`src/cprc_pkg.sv`:
```
// Package with register map, field positions and mode encodings of the pump controller.
package cprc_pkg;

  // ****************************************************************
  // Register map
  // ****************************************************************
  // Printed offsets 0x95 and 0x96 are not word aligned, so they are indices.
  localparam logic [7:0] CPRC_IDX_MODE    = 8'h95;
  localparam logic [7:0] CPRC_IDX_DIVISOR = 8'h96;
  localparam int         CPRC_ADDR_W      = 12;

  // ****************************************************************
  // Field positions and reset values
  // ****************************************************************
  localparam int CPRC_BIT_ENABLE     = 0;
  localparam int CPRC_BIT_FORCE_ON   = 1;
  localparam int CPRC_BIT_AUTO       = 2;
  localparam int CPRC_BIT_AUTO_STATE = 3;
  localparam logic [2:0] CPRC_MODE_RESET    = 3'h0;
  localparam logic [7:0] CPRC_DIVISOR_RESET = 8'h00;

  // ****************************************************************
  // Bus responses
  // ****************************************************************
  localparam logic [1:0] CPRC_RESP_OKAY   = 2'h0;
  localparam logic [1:0] CPRC_RESP_SLVERR = 2'h2;

  // ****************************************************************
  // Decoded supply states
  // ****************************************************************
  typedef enum logic [1:0] {
    CPRC_OFF       = 2'h0,
    CPRC_REG_ONLY  = 2'h1,
    CPRC_AUTOMATIC = 2'h3,
    CPRC_ALWAYS_ON = 2'h2
  } cprc_state_e;

endpackage : cprc_pkg

```
`src/cprc_clock_divider.sv`:
```
// Pump clock divider: divides by (256 - divisor) then by two.
`timescale 1ns/100ps
module cprc_clock_divider
  import cprc_pkg::*;
#(
  parameter int DIV_W = 8
) (
  input  wire logic             clock_i,
  input  wire logic             reset_i,
  input  wire logic             run_i,
  input  wire logic [DIV_W-1:0] divisor_i,
  output logic                  pump_clock_o,
  output logic                  tick_o
);

  logic [DIV_W-1:0] count_reg;
  logic [DIV_W-1:0] count_next;
  logic             phase_reg;
  logic             phase_next;
  logic             tick_reg;
  logic             tick_next;

  always_comb begin
    count_next = count_reg;
    phase_next = phase_reg;
    tick_next  = 1'b0;
    if (!run_i) begin
      count_next = divisor_i;
      phase_next = 1'b0;
    end else if (count_reg == {DIV_W{1'b1}}) begin
      count_next = divisor_i;
      phase_next = ~phase_reg;
      tick_next  = 1'b1;
    end else begin
      count_next = count_reg + 1'b1;
    end
  end

  always_ff @(posedge clock_i) begin
    if (reset_i) begin
      count_reg <= '0;
      phase_reg <= 1'b0;
      tick_reg  <= 1'b0;
    end else begin
      count_reg <= count_next;
      phase_reg <= phase_next;
      tick_reg  <= tick_next;
    end
  end

  assign pump_clock_o = phase_reg;
  assign tick_o       = tick_reg;

endmodule // cprc_clock_divider

```
`src/cprc_top.sv`:
```
// Charge pump and regulator control with an AXI4-Lite register slave.
//
// Decided for this implementation: the AXI4-Lite register port.
`timescale 1ns/100ps
module cprc_top
  import cprc_pkg::*;
#(
  parameter int DIV_W = 8
) (
  input  wire logic                   clock_i,
  input  wire logic                   reset_i,
  input  wire logic [CPRC_ADDR_W-1:0] s_axi_awaddr_i,
  input  wire logic                   s_axi_awvalid_i,
  output logic                        s_axi_awready_o,
  input  wire logic [31:0]            s_axi_wdata_i,
  input  wire logic [3:0]             s_axi_wstrb_i,
  input  wire logic                   s_axi_wvalid_i,
  output logic                        s_axi_wready_o,
  output logic [1:0]                  s_axi_bresp_o,
  output logic                        s_axi_bvalid_o,
  input  wire logic                   s_axi_bready_i,
  input  wire logic [CPRC_ADDR_W-1:0] s_axi_araddr_i,
  input  wire logic                   s_axi_arvalid_i,
  output logic                        s_axi_arready_o,
  output logic [31:0]                 s_axi_rdata_o,
  output logic [1:0]                  s_axi_rresp_o,
  output logic                        s_axi_rvalid_o,
  input  wire logic                   s_axi_rready_i,
  input  wire logic                   supply_above_threshold_i,
  output logic                        regulator_on_o,
  output logic                        pump_run_o,
  output logic                        pump_clock_o,
  output logic                        analog_supply_ready_o,
  output logic [1:0]                  supply_state_o
);

  // ****************************************************************
  // Address decoding
  // ****************************************************************
  function automatic logic [1:0] cprc_decode(input logic [CPRC_ADDR_W-1:0] addr);
    logic [1:0] sel;
    sel = 2'h0;
    if (addr[1:0] == 2'h0) begin
      if (addr[CPRC_ADDR_W-1:2] == {2'h0, CPRC_IDX_MODE}) begin
        sel = 2'h1;
      end else if (addr[CPRC_ADDR_W-1:2] == {2'h0, CPRC_IDX_DIVISOR}) begin
        sel = 2'h2;
      end
    end
    return sel;
  endfunction

  // ****************************************************************
  // Comparator input synchroniser
  // ****************************************************************
  logic [2:0] sync_reg;
  logic [2:0] sync_next;
  logic       above_reg;
  logic       above_next;

  always_comb begin
    sync_next  = {sync_reg[1:0], supply_above_threshold_i};
    above_next = above_reg;
    if (sync_reg[1] == sync_reg[2]) begin
      above_next = sync_reg[2];
    end
  end

  always_ff @(posedge clock_i) begin
    if (reset_i) begin
      sync_reg  <= 3'h0;
      above_reg <= 1'b0;
    end else begin
      sync_reg  <= sync_next;
      above_reg <= above_next;
    end
  end

  // ****************************************************************
  // Register slave
  // ****************************************************************
  logic [2:0]       mode_reg;
  logic [2:0]       mode_next;
  logic [DIV_W-1:0] divisor_reg;
  logic [DIV_W-1:0] divisor_next;
  logic             aw_held_reg;
  logic             aw_held_next;
  logic [1:0]       aw_sel_reg;
  logic [1:0]       aw_sel_next;
  logic             w_held_reg;
  logic             w_held_next;
  logic [31:0]      w_data_reg;
  logic [31:0]      w_data_next;
  logic             w_lane0_reg;
  logic             w_lane0_next;
  logic             bvalid_reg;
  logic             bvalid_next;
  logic [1:0]       bresp_reg;
  logic [1:0]       bresp_next;
  logic             rvalid_reg;
  logic             rvalid_next;
  logic [1:0]       rresp_reg;
  logic [1:0]       rresp_next;
  logic [31:0]      rdata_reg;
  logic [31:0]      rdata_next;
  logic             auto_state_reg;
  logic             aw_take;
  logic             w_take;
  logic             arready_reg;
  logic             arready_next;

  assign aw_take = s_axi_awvalid_i && !aw_held_reg && !bvalid_reg;
  assign w_take  = s_axi_wvalid_i && !w_held_reg && !bvalid_reg;

  always_comb begin
    mode_next    = mode_reg;
    divisor_next = divisor_reg;
    aw_held_next = aw_held_reg;
    aw_sel_next  = aw_sel_reg;
    w_held_next  = w_held_reg;
    w_data_next  = w_data_reg;
    w_lane0_next = w_lane0_reg;
    bvalid_next  = bvalid_reg;
    bresp_next   = bresp_reg;
    rvalid_next  = rvalid_reg;
    rresp_next   = rresp_reg;
    rdata_next   = rdata_reg;
    if (aw_take) begin
      aw_held_next = 1'b1;
      aw_sel_next  = cprc_decode(s_axi_awaddr_i);
    end
    if (w_take) begin
      w_held_next  = 1'b1;
      w_data_next  = s_axi_wdata_i;
      w_lane0_next = s_axi_wstrb_i[0];
    end
    if (aw_held_reg && w_held_reg) begin
      aw_held_next = 1'b0;
      w_held_next  = 1'b0;
      bvalid_next  = 1'b1;
      bresp_next   = (aw_sel_reg == 2'h0) ? CPRC_RESP_SLVERR : CPRC_RESP_OKAY;
      if (w_lane0_reg) begin
        if (aw_sel_reg == 2'h1) begin
          mode_next = w_data_reg[CPRC_BIT_AUTO:CPRC_BIT_ENABLE];
        end
        if (aw_sel_reg == 2'h2) begin
          divisor_next = w_data_reg[DIV_W-1:0];
        end
      end
    end
    if (bvalid_reg && s_axi_bready_i) begin
      bvalid_next = 1'b0;
    end
    if (rvalid_reg && s_axi_rready_i) begin
      rvalid_next = 1'b0;
    end else if (!rvalid_reg && s_axi_arvalid_i) begin
      rvalid_next = 1'b1;
      rdata_next  = 32'h0;
      rresp_next  = CPRC_RESP_OKAY;
      case (cprc_decode(s_axi_araddr_i))
        2'h1: begin
          rdata_next[CPRC_BIT_AUTO:CPRC_BIT_ENABLE] = mode_reg;
          rdata_next[CPRC_BIT_AUTO_STATE]           = auto_state_reg;
        end
        2'h2: begin
          rdata_next = 32'h0;
        end
        default: begin
          rresp_next = CPRC_RESP_SLVERR;
        end
      endcase
    end
  end

  always_ff @(posedge clock_i) begin
    if (reset_i) begin
      mode_reg    <= CPRC_MODE_RESET;
      divisor_reg <= CPRC_DIVISOR_RESET;
      aw_held_reg <= 1'b0;
      aw_sel_reg  <= 2'h0;
      w_held_reg  <= 1'b0;
      w_data_reg  <= 32'h0;
      w_lane0_reg <= 1'b0;
      bvalid_reg  <= 1'b0;
      bresp_reg   <= CPRC_RESP_OKAY;
      rvalid_reg  <= 1'b0;
      rresp_reg   <= CPRC_RESP_OKAY;
      rdata_reg   <= 32'h0;
    end else begin
      mode_reg    <= mode_next;
      divisor_reg <= divisor_next;
      aw_held_reg <= aw_held_next;
      aw_sel_reg  <= aw_sel_next;
      w_held_reg  <= w_held_next;
      w_data_reg  <= w_data_next;
      w_lane0_reg <= w_lane0_next;
      bvalid_reg  <= bvalid_next;
      bresp_reg   <= bresp_next;
      rvalid_reg  <= rvalid_next;
      rresp_reg   <= rresp_next;
      rdata_reg   <= rdata_next;
    end
  end

  assign s_axi_awready_o = aw_held_reg;
  assign s_axi_wready_o  = w_held_reg;
  assign s_axi_bvalid_o  = bvalid_reg;
  assign s_axi_bresp_o   = bresp_reg;
  assign s_axi_arready_o = arready_reg;
  assign s_axi_rvalid_o  = rvalid_reg;
  assign s_axi_rresp_o   = rresp_reg;
  assign s_axi_rdata_o   = rdata_reg;

  // Read address is accepted one cycle after it is offered, with its data.
  always_comb begin
    arready_next = !rvalid_reg && s_axi_arvalid_i;
  end

  always_ff @(posedge clock_i) begin
    if (reset_i) begin
      arready_reg <= 1'b0;
    end else begin
      arready_reg <= arready_next;
    end
  end

  // ****************************************************************
  // Mode decoding and pump control
  // ****************************************************************
  cprc_state_e state_reg;
  cprc_state_e state_next;
  logic        regulator_reg;
  logic        regulator_next;
  logic        pump_reg;
  logic        pump_next;
  logic        ready_reg;
  logic        ready_next;
  logic        auto_state_next;

  always_comb begin
    state_next      = CPRC_OFF;
    regulator_next  = 1'b0;
    pump_next       = 1'b0;
    ready_next      = 1'b0;
    auto_state_next = 1'b0;
    if (!mode_reg[CPRC_BIT_ENABLE]) begin
      state_next = CPRC_OFF;
    end else if (mode_reg[CPRC_BIT_FORCE_ON]) begin
      state_next = CPRC_ALWAYS_ON;
    end else if (mode_reg[CPRC_BIT_AUTO]) begin
      state_next = CPRC_AUTOMATIC;
    end else begin
      state_next = CPRC_REG_ONLY;
    end
    case (state_next)
      CPRC_OFF: begin
        regulator_next = 1'b0;
      end
      CPRC_REG_ONLY: begin
        regulator_next = 1'b1;
      end
      CPRC_AUTOMATIC: begin
        regulator_next  = 1'b1;
        pump_next       = !above_reg;
        ready_next      = 1'b1;
        auto_state_next = !above_reg;
      end
      CPRC_ALWAYS_ON: begin
        regulator_next = 1'b1;
        pump_next      = 1'b1;
        ready_next     = 1'b1;
      end
      default: begin
        regulator_next = 1'b0;
      end
    endcase
    regulator_next = regulator_next & mode_reg[CPRC_BIT_ENABLE];
  end

  always_ff @(posedge clock_i) begin
    if (reset_i) begin
      state_reg      <= CPRC_OFF;
      regulator_reg  <= 1'b0;
      pump_reg       <= 1'b0;
      ready_reg      <= 1'b0;
      auto_state_reg <= 1'b0;
    end else begin
      state_reg      <= state_next;
      regulator_reg  <= regulator_next;
      pump_reg       <= pump_next;
      ready_reg      <= ready_next;
      auto_state_reg <= auto_state_next;
    end
  end

  // ****************************************************************
  // Pump clock
  // ****************************************************************
  logic pump_clock_w;

  cprc_clock_divider #(
    .DIV_W (DIV_W)
  ) u_divider (
    .clock_i      (clock_i),
    .reset_i      (reset_i),
    .run_i        (pump_reg),
    .divisor_i    (divisor_reg),
    .pump_clock_o (pump_clock_w),
    .tick_o       ()
  );

  assign regulator_on_o        = regulator_reg;
  assign pump_run_o            = pump_reg;
  assign pump_clock_o          = pump_clock_w;
  assign analog_supply_ready_o = ready_reg;
  assign supply_state_o        = state_reg;

endmodule // cprc_top

```
`config.mk`:
```
export PLATFORM = sky130hd
export DESIGN_NAME = cprc_top
export DESIGN_NICKNAME = d
export VERILOG_FILES = /design/src/cprc_pkg.sv /design/src/cprc_clock_divider.sv /design/src/cprc_top.sv
export SDC_FILE = /design/constraint.sdc
export NUM_CORES = 1
export LEC_CHECK = 0
export BUFFER_PORTS_ARGS = -buffer_cell sky130_fd_sc_hd__buf_2
export CORE_MARGIN = 2
export CORE_UTILIZATION = 38
export DETAILED_ROUTE_END_ITERATION = 16
export PLACE_DENSITY = 0.69
export SYNTH_ARGS = -nofsm -noshare
export SYNTH_HDL_FRONTEND = slang
export SYNTH_SLANG_ARGS = --single-unit
```
`constraint.sdc`:
```
create_clock -name clock_i -period 1.79 [get_ports clock_i]
set_input_delay 0.358 -clock clock_i [delete_from_list [all_inputs] [get_ports clock_i]]
set_output_delay 0.358 -clock clock_i [all_outputs]
set_load 0.05 [all_outputs]
```
==> impl_metrics.xml <==
<?xml version="1.0" encoding="UTF-8"?>
<metrics>
  <group name="global_route">
    <metric name="grt_start_max_net_pins" unit="">38</metric>
    <metric name="grt_pass1_vias" unit="">1486</metric>
    <metric name="grt_pass1_wl" unit="µm">6320</metric>
    <metric name="antenna_found_initial" unit="">0</metric>
    <metric name="globalRouteTotalUtil" unit="%">12.6</metric>
    <metric name="grt-ovfl-total" unit="">0</metric>
  </group>
  <group name="pwr">
    <metric name="irDropWorstVdd" unit="V">0.000339</metric>
    <metric name="power_leakage" unit="µW">0.00113</metric>
    <metric name="switchingPower" unit="µW">631</metric>
    <metric name="clockPowerShare" unit="%">30.5</metric>
    <metric name="power.share.switching" unit="%">28.6</metric>
    <metric name="internal_power" unit="µW">1580</metric>
    <metric name="cell_pwr_density" unit="nW/µm²">860</metric>
    <metric name="power_frac_comb" unit="%">15.0</metric>
    <metric name="p_seq_share" unit="%">54.5</metric>
  </group>
  <group name="sta">
    <metric name="max_freq" unit="MHz">643</metric>
    <metric name="finalCritPeriodShare" unit="%">86.9</metric>
    <metric name="final.setup.tns" unit="ns">0</metric>
    <metric name="maxSlewViolCount" unit="">0</metric>
    <metric name="finalCriticalPeriod" unit="ns">1.55</metric>
    <metric name="hold_viol" unit="">0</metric>
    <metric name="grt_setup_unrepaired" unit="">no</metric>
    <metric name="fin_skew" unit="ns">0.00593</metric>
    <metric name="timing.final.setup_violations" unit="">0</metric>
  </group>
  <group name="yosys">
    <metric name="yosys.cell_types.count" unit="">40</metric>
    <metric name="syn-instance-count" unit="">230</metric>
    <metric name="synth-xor-area-share" unit="%">2.77</metric>
    <metric name="main_combinational_cell_family_by_area_after_synthesis" unit="">simple AND/OR/NAND/NOR gates</metric>
    <metric name="share_of_cell_area_taken_by_muxes_after_synthesis" unit="%">10.0</metric>
    <metric name="synth-compound-area-share" unit="%">7.47</metric>
    <metric name="post_synth_instance_area" unit="µm²">2210</metric>
    <metric name="synth_simple_gate_area_share" unit="%">19.8</metric>
    <metric name="yosysWarningCount" unit="">0</metric>
    <metric name="synthAdderAreaFrac" unit="%">0.566</metric>
    <metric name="ys.flop_type" unit="">sky130_fd_sc_hd__dfxtp_1</metric>
    <metric name="synth_edf_count" unit="">0</metric>
    <metric name="yosysSeqAreaShare" unit="%">47.1</metric>
    <metric name="syn_area_per_cell" unit="µm²">9.62</metric>
    <metric name="synth-seq-cells" unit="">52</metric>
    <metric name="ys_async_sr_fraction" unit="%">0</metric>
  </group>
  <group name="detailed_routing">
    <metric name="firstDrtPassIters" unit="">4</metric>
    <metric name="route.final.wire_length" unit="µm">3890</metric>
    <metric name="detail-route-antenna-nets" unit="">0</metric>
    <metric name="vias_per_cell" unit="">4.50</metric>
    <metric name="drt_iter0_markers" unit="">47</metric>
    <metric name="wl_per_cell" unit="µm">10.7</metric>
    <metric name="num_vias" unit="">1633</metric>
    <metric name="detail_route.drc_violations" unit="">0</metric>
  </group>
  <group name="die">
    <metric name="design.die.area" unit="µm²">6450</metric>
    <metric name="die_width" unit="µm">80.3</metric>
    <metric name="initial_utilization" unit="%">39.7</metric>
    <metric name="dieHeight" unit="µm">80.3</metric>
    <metric name="fp.coreArea" unit="µm²">5570</metric>
    <metric name="core_rows" unit="">27</metric>
    <metric name="num_io_pins" unit="">115</metric>
  </group>
  <group name="setup_path">
    <metric name="critical_path_cell_count" unit="">4</metric>
    <metric name="worst_ep_required_time" unit="ns">2.03</metric>
    <metric name="cp_slowest_stage_delay" unit="ns">0.43</metric>
    <metric name="setup.reg_to_reg.worst_slack" unit="ns">0.24</metric>
    <metric name="critical_path.startpoint_type" unit="">flip-flop</metric>
    <metric name="rr_endpoint" unit="">aw_sel_reg[1]</metric>
    <metric name="critPathMaxFanout" unit="">4</metric>
    <metric name="critical_path.slowest_cell" unit="">sky130_fd_sc_hd__or3b_4</metric>
    <metric name="crit_family" unit="">simple AND/OR/NAND/NOR gates</metric>
    <metric name="cp.arrival" unit="ns">1.80</metric>
    <metric name="critPathBufInv" unit="">0</metric>
    <metric name="critical_path.cell_chain" unit="">or3b_4 &gt; nand4b_4 &gt; or3b_1 &gt; a21oi_2</metric>
    <metric name="critPathCaptureType" unit="">flip-flop</metric>
    <metric name="path_class" unit="">reg2reg</metric>
    <metric name="worst-r2r-cell-count" unit="">4</metric>
    <metric name="reg2reg_from" unit="">s_axi_bvalid_o</metric>
  </group>
  <group name="final_layout">
    <metric name="most-common-layout-cells" unit="">57 x sky130_fd_sc_hd__buf_2, 52 x sky130_fd_sc_hd__dfxtp_1, 38 x sky130_fd_sc_hd__nor2_1</metric>
    <metric name="layoutNonFillerInstCount" unit="">363</metric>
    <metric name="area_growth" unit="%">16.2</metric>
    <metric name="layout-drive-gt1-share" unit="%">26.5</metric>
    <metric name="finalCoreUtilization" unit="%">46.1</metric>
    <metric name="finalNetCount" unit="">359</metric>
    <metric name="insertedDiodeCount" unit="">0</metric>
    <metric name="layout.cells.most_common" unit="">sky130_fd_sc_hd__buf_2</metric>
  </group>
  <group name="placed_design">
    <metric name="post_detailed_placement_half_perimeter_wirelength" unit="µm">2850</metric>
    <metric name="placed_cells" unit="">355</metric>
    <metric name="place.gp.congestion" unit="">0.714</metric>
    <metric name="port_buffers" unit="">57</metric>
  </group>
  <group name="clocking">
    <metric name="cts.clk_slew.worst_paths" unit="ns">0.09</metric>
    <metric name="cts_repair_resizes" unit="">0</metric>
    <metric name="tritoncts" unit="">yes</metric>
    <metric name="ctsHtreeMaxLevel" unit="">2</metric>
    <metric name="clk_root_buf" unit="">sky130_fd_sc_hd__clkbuf_8</metric>
    <metric name="cts_inserted_buffers" unit="">5</metric>
    <metric name="clock_sink_count" unit="">52</metric>
    <metric name="hold_buffers" unit="">0</metric>
    <metric name="cts_buffer_depth" unit="">2</metric>
    <metric name="post_cts_setup_inserts" unit="">0</metric>
    <metric name="clock_network_latency_to_the_later_pin_of_the_worst_skew_pair" unit="ns">0.30</metric>
  </group>
  <group name="hold_path">
    <metric name="worstHoldEndpoint" unit="">s_axi_rvalid_o</metric>
    <metric name="min_path_cells" unit="">2</metric>
    <metric name="hold_path.startpoint" unit="">s_axi_rready_i</metric>
    <metric name="timing.hold.worst.class" unit="">in2reg</metric>
  </group>
  <group name="run">
    <metric name="drv.max_cap_violation_count" unit="">0</metric>
  </group>
  <group name="outcome">
    <metric name="status" unit="">finished, final reports clean</metric>
  </group>
</metrics>
==> per-layer routing <==
metal  global-route usage [%]  vias to the layer above  wire length (µm)  share of wire (%)
li1                         -                      835                 -                  -
met4                     5.76                        0                45                1.2
met5                        0                        -                 0                  0
met1                     14.2                      743              1810                 46
met3                     4.04                        4               274                7.1
met2                     21.5                       51              1760                 45
==> cell usage after synthesis, types with 4 or more instances <==
| cell type | count | area (µm²) |
|---|---|---|
| sky130_fd_sc_hd__nor2_1 | 38 | 143 |
| sky130_fd_sc_hd__clkbuf_1 | 5 | 18.8 |
| sky130_fd_sc_hd__nand2_1 | 13 | 48.8 |
| sky130_fd_sc_hd__nor2b_1 | 4 | 25.0 |
| sky130_fd_sc_hd__a211oi_1 | 5 | 37.5 |
| sky130_fd_sc_hd__dfxtp_1 | 52 | 1040 |
| sky130_fd_sc_hd__buf_4 | 30 | 225 |
| sky130_fd_sc_hd__inv_1 | 4 | 15.0 |
| sky130_fd_sc_hd__xnor2_1 | 4 | 35.0 |
| sky130_fd_sc_hd__a21oi_1 | 9 | 45.0 |
| sky130_fd_sc_hd__mux2i_1 | 21 | 210 |
==> worst max-delay path by stage <==
stage                                 startpoint                      to  slack [ns]
after floorplan                   s_axi_bvalid_o           aw_sel_reg[1]        0.09
after global placement           s_axi_awvalid_i           aw_sel_reg[1]        0.19
after detailed placement         s_axi_awvalid_i           aw_sel_reg[1]        0.18
after CTS                         s_axi_bvalid_o           aw_sel_reg[1]        0.23
after global routing      u_divider.count_reg[0]  u_divider.count_reg[0]        0.08
final                             s_axi_bvalid_o           aw_sel_reg[1]        0.24
==> power groups by stage <==
stage | clock (µW) | combinational [µW] | sequential (µW)
after global routing | 747 | 356 | 1210
final | 675 | 331 | 1200
after detailed placement | 0 | 333 | 1230
after CTS | 703 | 333 | 1200
after global placement | 0 | 328 | 1230
after floorplan | 0 | 271 | 1270
==> through the flow <==
stage / power [µW] / instance area (µm²) / hold WS [ns] / setup slack [ns]
after floorplan: 1540 / 2320 / 0.414 / 0.0925
after global placement: 1560 / 2480 / 0.420 / 0.188
after detailed placement: 1560 / 2480 / 0.429 / 0.182
after CTS: 2240 / 2570 / 0.214 / 0.226
after global routing: 2310 / 2570 / 0.233 / 0.0764
final: 2210 / 2570 / 0.225 / 0.235
==> cell families (layout without fill, tap and decap cells) <==
family	count (synthesis)	in the layout
fa+ha+maj	1	1
buf+inv	41	73
simple gates	81	81
other cells	1	30
flops	52	52
mux	22	22
compound gates	25	25
xor+xnor	7	7
==> area by class of cell <==
class	count	area, µm²
Multi-Input combinational cell	166	1020
Timing Repair Buffer	61	315
Fill cell	564	3000
Clock inverter	2	10.0
Clock buffer	6	82.6
Inverter	4	15.0
Sequential cell	52	1040
Tap cell	72	90.1
==> worst register-to-register path: stages, from the launching register on <==
cell	delay [ns]
sky130_fd_sc_hd__dfxtp_1	0.35
sky130_fd_sc_hd__or3b_4	0.43
sky130_fd_sc_hd__nand4b_4	0.18
sky130_fd_sc_hd__or3b_1	0.40
sky130_fd_sc_hd__a21oi_2	0.14
Note: power is estimated with default switching activity, not from simulation.
